===== config.mk =====
export PLATFORM = sky130hd
export DESIGN_NAME = mas_sequencer
export DESIGN_NICKNAME = d
export VERILOG_FILES = /design/src/design/mas_pkg.sv /design/src/design/mas_stack.sv /design/src/design/mas_sequencer.sv
export VERILOG_INCLUDE_DIRS = /design/src /design/src/design
export SDC_FILE = /design/constraint.sdc
export NUM_CORES = 1
export LEC_CHECK = 0
export BUFFER_PORTS_ARGS = -buffer_cell sky130_fd_sc_hd__clkbuf_2
export CORE_MARGIN = 1.5
export CORE_UTILIZATION = 40
export DETAILED_ROUTE_END_ITERATION = 8
export GPL_ROUTABILITY_DRIVEN = 0
export PLACE_DENSITY = 0.66
export SLEW_MARGIN = 20
export SYNTH_ARGS = -nofsm -noshare
export SYNTH_HDL_FRONTEND = slang
export SYNTH_HIERARCHICAL = 1
export SYNTH_SLANG_ARGS = --single-unit

===== constraint.sdc =====
create_clock -name CLK -period 2.1 [get_ports CLK]
set_clock_uncertainty 0.05 [all_clocks]
set_input_delay 0.105 -clock CLK [delete_from_list [all_inputs] [get_ports CLK]]
set_output_delay 0.105 -clock CLK [all_outputs]
set_load 0.005 [all_outputs]

===== src/design/mas_regs.svh =====
// Constants for the microcode address sequencer: fields, offsets and reset values.
`ifndef MAS_REGS_SVH
`define MAS_REGS_SVH

// Address and stack geometry.
`define MAS_ADDR_W 11
`define MAS_STACK_DEPTH 4
// Page-fault force: ones on bits 10..1, bit 0 left to the other sources.
`define MAS_FORCE_MASK 11'h7FE

// Register byte offsets on the AXI4-Lite slave.
`define MAS_OFS_CTRL 12'h000
`define MAS_OFS_LOC 12'h004
`define MAS_OFS_NEXT 12'h008
`define MAS_OFS_STAT 12'h00C
`define MAS_OFS_CREG 12'h010
`define MAS_OFS_STACK0 12'h020
`define MAS_OFS_STACK3 12'h02C

// Control register fields and reset value.
`define MAS_CTRL_RUN 0
`define MAS_CTRL_CLR 1
`define MAS_CTRL_RESET 32'h0000_0000

// AXI response codes.
`define MAS_RESP_OKAY 2'h0
`define MAS_RESP_SLVERR 2'h2

`endif


===== src/design/mas_pkg.sv =====
// Types shared by the microcode address sequencer files.
package mas_pkg;

  // One microinstruction as it leaves the control store.
  typedef struct packed {
    logic call;        // Subroutine call control.
    logic ret;         // Subroutine return control.
    logic [10:0] jump; // Jump field, also the return modifier.
  } mas_uinstr_t;

  // Write channel handling of the register slave.
  typedef enum logic [1:0] {
    MAS_WR_IDLE = 2'h1,
    MAS_WR_RESP = 2'h2
  } mas_wr_state_t;

endpackage


===== src/design/mas_stack.sv =====
// Four-deep pushdown stack for microsubroutine return addresses.
`timescale 1ns/1ps
`default_nettype none
`include "mas_regs.svh"

module mas_stack #(
  parameter int WIDTH = `MAS_ADDR_W,
  parameter int DEPTH = `MAS_STACK_DEPTH
) (
  input wire logic clk, // Microcode clock.
  input wire logic reset_n, // Asynchronous reset, active low.
  input wire logic clear, // Empties the stack.
  input wire logic push, // Push push_data this edge.
  input wire logic pop, // Pop the top entry this edge.
  input wire logic [WIDTH-1:0] push_data, // Address to push.
  output logic [WIDTH*DEPTH-1:0] entries, // All entries, top in the low slice.
  output logic [2:0] depth // Number of occupied entries.
);

  // Entry storage, index 0 is the top.
  logic [WIDTH-1:0] entry [DEPTH];

  // Each entry shifts in from its neighbour; a push and pop together
  // just replace the top, which keeps a page fault on a return sane.
  generate
    for (genvar i = 0; i < DEPTH; i++) begin : g_entry
      always_ff @(posedge clk or negedge reset_n) begin
        if (!reset_n) begin
          entry[i] <= '0;
        end else if (clear) begin
          entry[i] <= '0;
        end else if (push && pop) begin
          if (i == 0) begin
            entry[i] <= push_data;
          end
        end else if (push) begin
          // The deepest entry falls off the end with no warning.
          if (i == 0) begin
            entry[i] <= push_data;
          end else begin
            entry[i] <= entry[(i == 0) ? 0 : i - 1];
          end
        end else if (pop) begin
          if (i == DEPTH - 1) begin
            entry[i] <= '0;
          end else begin
            entry[i] <= entry[(i == DEPTH - 1) ? i : i + 1];
          end
        end
      end
      assign entries[i*WIDTH +: WIDTH] = entry[i];
    end
  endgenerate

  // Occupancy saturates at the depth and never goes below zero.
  always_ff @(posedge clk or negedge reset_n) begin
    if (!reset_n) begin
      depth <= 3'h0;
    end else if (clear) begin
      depth <= 3'h0;
    end else if (push && !pop && depth != 3'(DEPTH)) begin
      depth <= depth + 3'h1;
    end else if (pop && !push && depth != 3'h0) begin
      depth <= depth - 3'h1;
    end
  end
endmodule
`default_nettype wire


===== src/design/mas_sequencer.sv =====
// Next-address sequencer with location register, return stack and register slave.
`timescale 1ns/1ps
`default_nettype none
`include "mas_regs.svh"

module mas_sequencer #(
  parameter int ADDR_W = `MAS_ADDR_W,
  parameter int DEPTH = `MAS_STACK_DEPTH
) (
  input wire logic CLK, // Microcode clock, 25 MHz.
  input wire logic RESET_N, // Asynchronous reset, active low.
  input wire mas_pkg::mas_uinstr_t CS_DATA, // Word read at CS_ADDR.
  input wire logic PAGE_FAULT, // One-cycle page fault force.
  output logic [ADDR_W-1:0] CS_ADDR, // Control store next address.
  output logic [ADDR_W-1:0] LOC, // Current location register.
  input wire logic [11:0] AWADDR, // AXI write address.
  input wire logic AWVALID, // AXI write address valid.
  output logic AWREADY, // AXI write address ready.
  input wire logic [31:0] WDATA, // AXI write data.
  input wire logic [3:0] WSTRB, // AXI write byte strobes.
  input wire logic WVALID, // AXI write data valid.
  output logic WREADY, // AXI write data ready.
  output logic [1:0] BRESP, // AXI write response.
  output logic BVALID, // AXI write response valid.
  input wire logic BREADY, // AXI write response ready.
  input wire logic [11:0] ARADDR, // AXI read address.
  input wire logic ARVALID, // AXI read address valid.
  output logic ARREADY, // AXI read address ready.
  output logic [31:0] RDATA, // AXI read data.
  output logic [1:0] RRESP, // AXI read response.
  output logic RVALID, // AXI read data valid.
  input wire logic RREADY // AXI read data ready.
);

  // Control register: run and stack clear bits.
  logic [31:0] ctrl;
  // Microinstruction currently being decoded.
  mas_pkg::mas_uinstr_t creg;
  // Current location register.
  logic [ADDR_W-1:0] current_location_reg;
  // Combinational next address.
  logic [ADDR_W-1:0] next_addr;
  // Stack contents and occupancy.
  logic [ADDR_W*DEPTH-1:0] stack_entries;
  logic [2:0] stack_depth;
  // Convenience views of the top two entries.
  logic [ADDR_W-1:0] stack_top_entry;
  logic [ADDR_W-1:0] stack_second_entry;
  // Decoded stack controls.
  logic subroutine_call_ctl;
  logic subroutine_return_ctl;
  // Sequencing runs only while software allows it.
  logic run;
  logic stack_clear;

  assign run = ctrl[`MAS_CTRL_RUN];
  assign stack_clear = ctrl[`MAS_CTRL_CLR];
  assign stack_top_entry = stack_entries[ADDR_W-1:0];
  assign stack_second_entry = stack_entries[2*ADDR_W-1:ADDR_W];

  // Only two controls move the stack; the page fault borrows the call
  // control so the interrupted address is saved.
  assign subroutine_call_ctl = run && (creg.call || PAGE_FAULT);
  assign subroutine_return_ctl = run && creg.ret;

  // The address lines are OR gates: any true source sets a bit. The
  // jump field is always a source, the stack top joins on a return and
  // the force mask joins on a page fault.
  always_comb begin
    next_addr = creg.jump;
    if (creg.ret) begin
      next_addr = next_addr | stack_top_entry;
    end
    if (PAGE_FAULT) begin
      next_addr = next_addr | `MAS_FORCE_MASK;
    end
  end

  // The address is a gate output by nature, so it is not registered.
  assign CS_ADDR = next_addr;
  assign LOC = current_location_reg;

  // Location register: takes the next address each running clock, but the
  // modifier alone on a return, as the stack holds the base.
  always_ff @(posedge CLK or negedge RESET_N) begin
    if (!RESET_N) begin
      current_location_reg <= '0;
    end else if (run) begin
      if (creg.ret) begin
        current_location_reg <= creg.jump;
      end else begin
        current_location_reg <= next_addr;
      end
    end
  end

  // Control register loads the word fetched at the next address.
  always_ff @(posedge CLK or negedge RESET_N) begin
    if (!RESET_N) begin
      creg <= '0;
    end else if (run) begin
      creg <= CS_DATA;
    end
  end

  // Return stack, pushed with the current location.
  mas_stack #(
    .WIDTH(ADDR_W),
    .DEPTH(DEPTH)
  ) u_stack (
    .clk(CLK),
    .reset_n(RESET_N),
    .clear(stack_clear),
    .push(subroutine_call_ctl),
    .pop(subroutine_return_ctl),
    .push_data(current_location_reg),
    .entries(stack_entries),
    .depth(stack_depth)
  );

  // AXI4-Lite write side.
  // Address and data are caught separately so either may come first.
  mas_pkg::mas_wr_state_t wr_state;
  logic aw_held;
  logic w_held;
  logic [11:0] aw_addr;
  logic [31:0] w_data;
  logic [3:0] w_strb;
  logic wr_go;

  assign AWREADY = !aw_held && wr_state == mas_pkg::MAS_WR_IDLE;
  assign WREADY = !w_held && wr_state == mas_pkg::MAS_WR_IDLE;
  assign BVALID = wr_state == mas_pkg::MAS_WR_RESP;
  assign wr_go = aw_held && w_held && wr_state == mas_pkg::MAS_WR_IDLE;

  // Capture the write address.
  always_ff @(posedge CLK or negedge RESET_N) begin
    if (!RESET_N) begin
      aw_held <= 1'b0;
      aw_addr <= 12'h000;
    end else if (AWVALID && AWREADY) begin
      aw_held <= 1'b1;
      aw_addr <= AWADDR;
    end else if (wr_go) begin
      aw_held <= 1'b0;
    end
  end

  // Capture the write data and strobes.
  always_ff @(posedge CLK or negedge RESET_N) begin
    if (!RESET_N) begin
      w_held <= 1'b0;
      w_data <= 32'h0000_0000;
      w_strb <= 4'h0;
    end else if (WVALID && WREADY) begin
      w_held <= 1'b1;
      w_data <= WDATA;
      w_strb <= WSTRB;
    end else if (wr_go) begin
      w_held <= 1'b0;
    end
  end

  // Write state: perform the write, then hold the response.
  always_ff @(posedge CLK or negedge RESET_N) begin
    if (!RESET_N) begin
      wr_state <= mas_pkg::MAS_WR_IDLE;
      BRESP <= `MAS_RESP_OKAY;
    end else begin
      case (wr_state)
        mas_pkg::MAS_WR_IDLE: begin
          if (wr_go) begin
            wr_state <= mas_pkg::MAS_WR_RESP;
            // Only the control word is writable.
            if (aw_addr == `MAS_OFS_CTRL) begin
              BRESP <= `MAS_RESP_OKAY;
            end else begin
              BRESP <= `MAS_RESP_SLVERR;
            end
          end
        end
        mas_pkg::MAS_WR_RESP: begin
          if (BREADY) begin
            wr_state <= mas_pkg::MAS_WR_IDLE;
          end
        end
        default: begin
          wr_state <= mas_pkg::MAS_WR_IDLE;
        end
      endcase
    end
  end

  // Control register, written byte by byte through the strobes.
  always_ff @(posedge CLK or negedge RESET_N) begin
    if (!RESET_N) begin
      ctrl <= `MAS_CTRL_RESET;
    end else if (wr_go && aw_addr == `MAS_OFS_CTRL) begin
      for (int b = 0; b < 4; b++) begin
        if (w_strb[b]) begin
          ctrl[b*8 +: 8] <= w_data[b*8 +: 8];
        end
      end
    end
  end

  // AXI4-Lite read side.
  // Diagnostic readback mux over the sequencing state.
  logic [31:0] rd_mux;
  logic rd_hit;
  logic [1:0] rd_slot;

  assign rd_slot = ARADDR[3:2];

  // Unmapped reads answer zero with a slave error.
  always_comb begin
    rd_mux = 32'h0000_0000;
    rd_hit = 1'b1;
    if (ARADDR == `MAS_OFS_CTRL) begin
      rd_mux = ctrl;
    end else if (ARADDR == `MAS_OFS_LOC) begin
      rd_mux = 32'(current_location_reg);
    end else if (ARADDR == `MAS_OFS_NEXT) begin
      rd_mux = 32'(next_addr);
    end else if (ARADDR == `MAS_OFS_STAT) begin
      rd_mux = {27'h0, PAGE_FAULT, subroutine_call_ctl, stack_depth};
    end else if (ARADDR == `MAS_OFS_CREG) begin
      rd_mux = 32'(creg);
    end else if (ARADDR >= `MAS_OFS_STACK0 && ARADDR <= `MAS_OFS_STACK3
                 && ARADDR[1:0] == 2'h0) begin
      rd_mux = 32'(stack_entries[32'(rd_slot)*ADDR_W +: ADDR_W]);
    end else begin
      rd_hit = 1'b0;
    end
  end

  assign ARREADY = !RVALID;

  // Read answer registered one cycle after the address is taken.
  always_ff @(posedge CLK or negedge RESET_N) begin
    if (!RESET_N) begin
      RVALID <= 1'b0;
      RDATA <= 32'h0000_0000;
      RRESP <= `MAS_RESP_OKAY;
    end else if (ARVALID && ARREADY) begin
      RVALID <= 1'b1;
      RDATA <= rd_mux;
      RRESP <= rd_hit ? `MAS_RESP_OKAY : `MAS_RESP_SLVERR;
    end else if (RREADY) begin
      RVALID <= 1'b0;
    end
  end
endmodule
`default_nettype wire


==> Word-level counts from Yosys, hierarchy flattened <==
Cells that the tools add are included.
{ "totals": {"output_inout_bits": 63, "ff_bits": 192} }
{ "op_classes": {"bitwise_logic": 1, "n_mux": 44, "addsub": 2, "n_lt_le_gt_ge": 2, "n_reduce_logical": 40, "mul": 1, "n_eq_ne": 10, "shift": 1} }
{ "ops": {"columns": ["operator", "n"], "rows": [
  ["two-way mux 11 bit", 20],
  ["two-way mux 13 bit", 4],
  ["indexed part select 44 x 7 -> 11 bit", 1],
  ["two-way mux 32 bit", 1],
  ["== test 12 x 4 -> 1 bit, second input constant", 2],
  ["zero test 12 bit", 2],
  ["logical AND 1 bit", 17],
  ["AND reduction 2 bit", 7],
  ["== test 12 x 3 -> 1 bit, second input constant", 1],
  ["== test 12 x 5 -> 1 bit, second input constant", 1],
  [">= comparator 12 x 6 -> 1 bit, second input constant", 1],
  ["less-or-equal comparator 12 x 6 -> 1 bit, second input constant", 1],
  ["two-way mux 1 bit", 11],
  ["bitwise OR 11 bit", 1],
  ["two-way mux 3 bit", 3],
  ["nonzero test 3 bit", 3],
  ["two-way mux 2 bit", 4],
  ["multiplier 2 x 4 -> 6 bit, second input constant", 1],
  ["nonzero test 2 bit", 3],
  ["zero test 1 bit", 5],
  ["!= test 2 bit, second input constant", 2],
  ["case mux 2 bit (2 select lines)", 1],
  ["nonzero test 4 bit", 1],
  ["adder 3 x 1 -> 3 bit, second input constant", 1],
  ["other kinds (7)", 7]
]} }

==> Depth between registers and ports, before layout <==
{ "logic_depth": {"word_depth": 10, "depth_mapped": 9, "mapped_depth_nobuf": 7} }

==> Hierarchy <==
The synthesis kept the hierarchy.
{ "modules_own_cells": {"columns": ["mod", "cells_each", "instances", "seq_area_each_um2", "area_per_inst_um2"], "rows": [
  ["mas_sequencer", 480, 1, 3579.7, 6572.6],
  ["mas_stack", 250, 1, 1176.1, 2605.0]
]} }

==> Worst setup path before layout <==
No wires, ideal clock.
{ "synth_path": {"kind": "register to register", "startpoint": "register ctrl[0]", "endpoint": "register u_stack.depth[1]", "t_required_ns": 1.985, "setup_time_ns": 0.065, "stages_incl_launch_ff": 10, "period_less_slack_ns": 2.367, "path_buffers": 2, "slack_ns": -0.267, "t_arrival_ns": 2.252, "path_cell_list": "dfrtp_1 clkbuf_1 clkbuf_1 and2_1 nand2b_1 a21oi_1 fa_1 or2_2 a22oi_1 o21a_1"} }
{ "synth_between": {"elab_chain_len": 6} }
{ "synth_lines": {"columns": ["item", "line_no", "text"], "rows": [
  ["from (decl)", "mas_sequencer.sv:36", "logic [31:0] ctrl;"],
  ["from (signal assigned)", "mas_sequencer.sv:197", "ctrl <= `MAS_CTRL_RESET;"],
  ["from (signal, indexed assignment)", "mas_sequencer.sv:201", "ctrl[b*8 +: 8] <= w_data[b*8 +: 8];"],
  ["logical AND 1 bit (*)", "mas_sequencer.sv:64", "assign subroutine_return_ctl = run && creg.ret;"],
  ["via subroutine_return_ctl", "mas_sequencer.sv:51", "logic subroutine_return_ctl;"],
  ["zero test 1 bit", "mas_stack.sv:61", "end else if (push && !pop && depth != 3'(DEPTH)) begin"],
  ["logical AND 1 bit (2 in a row)", "mas_stack.sv:61", null],
  ["two-way mux 3 bit", "mas_stack.sv:61", null],
  ["two-way mux 3 bit", "mas_stack.sv:59", "end else if (clear) begin"],
  ["to (signal assigned)", "mas_stack.sv:62", "depth <= depth + 3'h1;"],
  ["to (signal assigned)", "mas_stack.sv:64", "depth <= depth - 3'h1;"],
  ["to (decl)", "mas_stack.sv:17", "output logic [2:0] depth"]
]} }
The timed path passes the listed nets; every way through them passes the cells marked *.
A chain may end at the register's enable or synchronous reset.

==> Final worst setup path <==
Same ends and word-level chain as after synthesis.

==> impl_metrics.ini <==
[layout]
n_fill_cell = 1942
instances_no_fill = 1232
syn_to_final_growth_pct = 25.29
multi_input_area_sq_um = 4065
layout_common_cells = dfrtp_1 (189), clkbuf_2 (140), dlygate4sd3_1 (66)
diodes = 0
sequential_cell_area_sq_um = 4756
drive_above_1_share_pct = 34.21
nets = 1016
layout_commonest_cell = dfrtp_1
fin_area_sq_um = 11500
utilization_pct = 50.94

[global_routing]
grt_antenna_before_repair = 0
overflow = 0
groute.usage.overall_pct = 19.98
grt_max_degree = 75
grt_pass1_wl_microns = 37020
first_global_vias = 6722

[cts]
post_cts_buffers = 0
cts_made_buffers = 17
cts_tree = built
htreeDepth = 4
clkTransAtPathRegs_ps = 80
cts.sinks = 190
clockBufferDepth = 2
cts.hold.buffers_added = 66
cts_resized = 0
insertion_delay_ps = 440
cts-root-buf = clkbuf_16

[die]
rows = 55
core-area_sq_um = 22570
ioPinCount = 144
dieArea_sq_um = 23860
die_w_microns = 154.5
die_y_microns = 154.5
initial_utilization_pct = 40.66

[drt]
wl_microns = 23120
vias = 6754
post_drt_wl_per_cell_microns = 18.76
drc = 0
postRouteAntennaNets = 0
drtPass1Iterations = 5
viasPerCell = 5.482
first_iter_violations = 504

[pwr]
finalPower_uw = 10320
ir_worst_vdd_mv = 0.5785
leakage_uw = 0.005383
powerDensity_nw_per_um2 = 897.4

[logic_synthesis]
synth_edf_count = 0
synth_area_leaders = dfrtp_1 (52%), mux2_2 (7.1%), mux2_4 (5.2%)
yosysTopAreaCell = dfrtp_1
synth_cells = 730
syn_area_per_cell_sq_um = 12.57
ys_dominant_reg_cell = dfrtp_1
ys_ff_latch = 190
synth.yosys.seq_area_share_pct = 51.82
yosysUniqueCellTypes = 67
synth_area_sq_um = 9178
synth_top_area_share_pct = 51.53
yosysWarnings = 6
synthArstFlopShare_pct = 100.0

[critical_path]
crit_type = reg2reg
critical-path-max-stage-delay_ps = 450
slowest_stage = fa_1
start_kind = flop
end_kind = flop
crit_chain = and2_4, nand2b_4, a21oi_2, fa_1, or2_4, a22oi_1, o21a_1
required_ps = 2420
worst-path-max-fanout = 4
cp.arrival_ps = 2290

[timing]
layout_min_cycle_time_ps = 1975
fin_crit_sh_pct = 94.05
fmax_mhz = 506.3
setup_viol = 0
rsz0062_at_grt = false
relSlewSlack_pct = 53.89
slew_viol_final = 0
finalHoldViolCount = 0
tightestPinTransition_ps = 684.4

[placement]
numPlacedInstances = 1134
portBuffers = 141
hpwl_microns = 15540
place_area_sq_um = 10240

[outcome]
outcome = finished clean

[job]
cap_violations = 0

[worst_hold_path]
hold_path.class = in2async
==> sequential cells by signal (all words and copies together) (netlist names) <==
name and count:
wr_state 2, LOC 11, u_stack/entries 44, ctrl 32
w_strb 4, w_held 1, RRESP 1, aw_held 1
RDATA 32, u_stack/depth 3, RVALID 1, w_data 32
BRESP 1, creg 13, aw_addr 12
==> area by class of cell <==
class	instances	share of cell area (%)
flip-flops and latches	190	41.36
multi-input cells	477	35.35
repair buffers	237	14.68
clock buffers	18	3.819
well taps	285	3.101
clock inverters	14	1.328
inverters	11	0.3591
==> routing by layer <==
metal / vias to the layer above / global-route usage [%] / part of all wire, %
li1: 3100 / - / -
met1: 3384 / 28.07 / 46
met5: - / 0 / 0
met4: 0 / 5.540 / 1.1
met3: 27 / 4.091 / 5.9
met2: 243 / 31.51 / 47
==> synth_stat cells, types with 5 or more instances <==
cell type,n
a211o_1,11
a211oi_1,26
a21oi_1,23
a221oi_1,5
a22o_1,23
a22oi_1,10
a31oi_1,5
and2b_1,7
buf_2,19
buf_4,10
buf_6,5
clkbuf_1,14
dfrtp_1,189
inv_1,10
mux2_1,30
mux2_2,58
mux2_4,32
mux2i_1,27
mux4_2,5
nand2_1,30
nand2b_1,11
nand3_1,21
nor2_1,41
nor2b_1,10
nor3_1,7
o21a_1,13
o21ai_0,7
o22a_1,10
o22ai_1,7
==> per-stage QoR <==
stage	worst slack [ps]	TNS, ps	hold slack (ps)
detailed placement	170.5	0	60.62
CTS	142.0	0	171.3
floorplan	-12.25	-12.25	-240.6
finish	125.0	0	147.9
global route	47.78	0	186.6
global placement	223.3	0	60.93
==> logic make-up (layout without fill, tap and decap cells) <==
group	count (synthesis)	in the layout	synth area share (%)
buffers and inverters	64	280	4.172
XOR/XNOR	2	2	0.2727
other	1	2	0.04086
adder cells (fa/ha/maj)	1	1	0.2181
flip-flops	190	190	51.82
AO/OA/AOI/OAI	158	158	12.69
AND/OR/NAND/NOR	162	162	10.58
multiplexers	152	152	20.20
==> worst paths after layout <==
check	startpoint	end	slack, ps	cells past startpoint
max	ctrl[0]	u_stack/depth[1]	130	7
min	RESET_N	u_stack/entries[38]	150	2
max reg2reg	ctrl[0]	u_stack/depth[1]	130	7
min reg2reg	w_data[8]	w_data[8]	440	1
max in group asynchronous	RESET_N	wr_state[0]	1160	3
min in group CLK	ARADDR[5]	RDATA[1]	200	4
==> where the power goes <==
part           internal (uW)  leakage, uW  switching, uW  total [uW]
clock                   1710     0.000290           1530        3240
combinational           1120      0.00261            898        2020
sequential              4410      0.00248            643        5060
==> worst max-delay path: cells and delay by family, from the launching register on <==
family | cells | cell delay [ps]
fa+ha+maj | 1 | 450
flops | 1 | 420
compound gates | 3 | 420
simple gates | 3 | 560
Note: power is estimated with default switching activity, not from simulation.
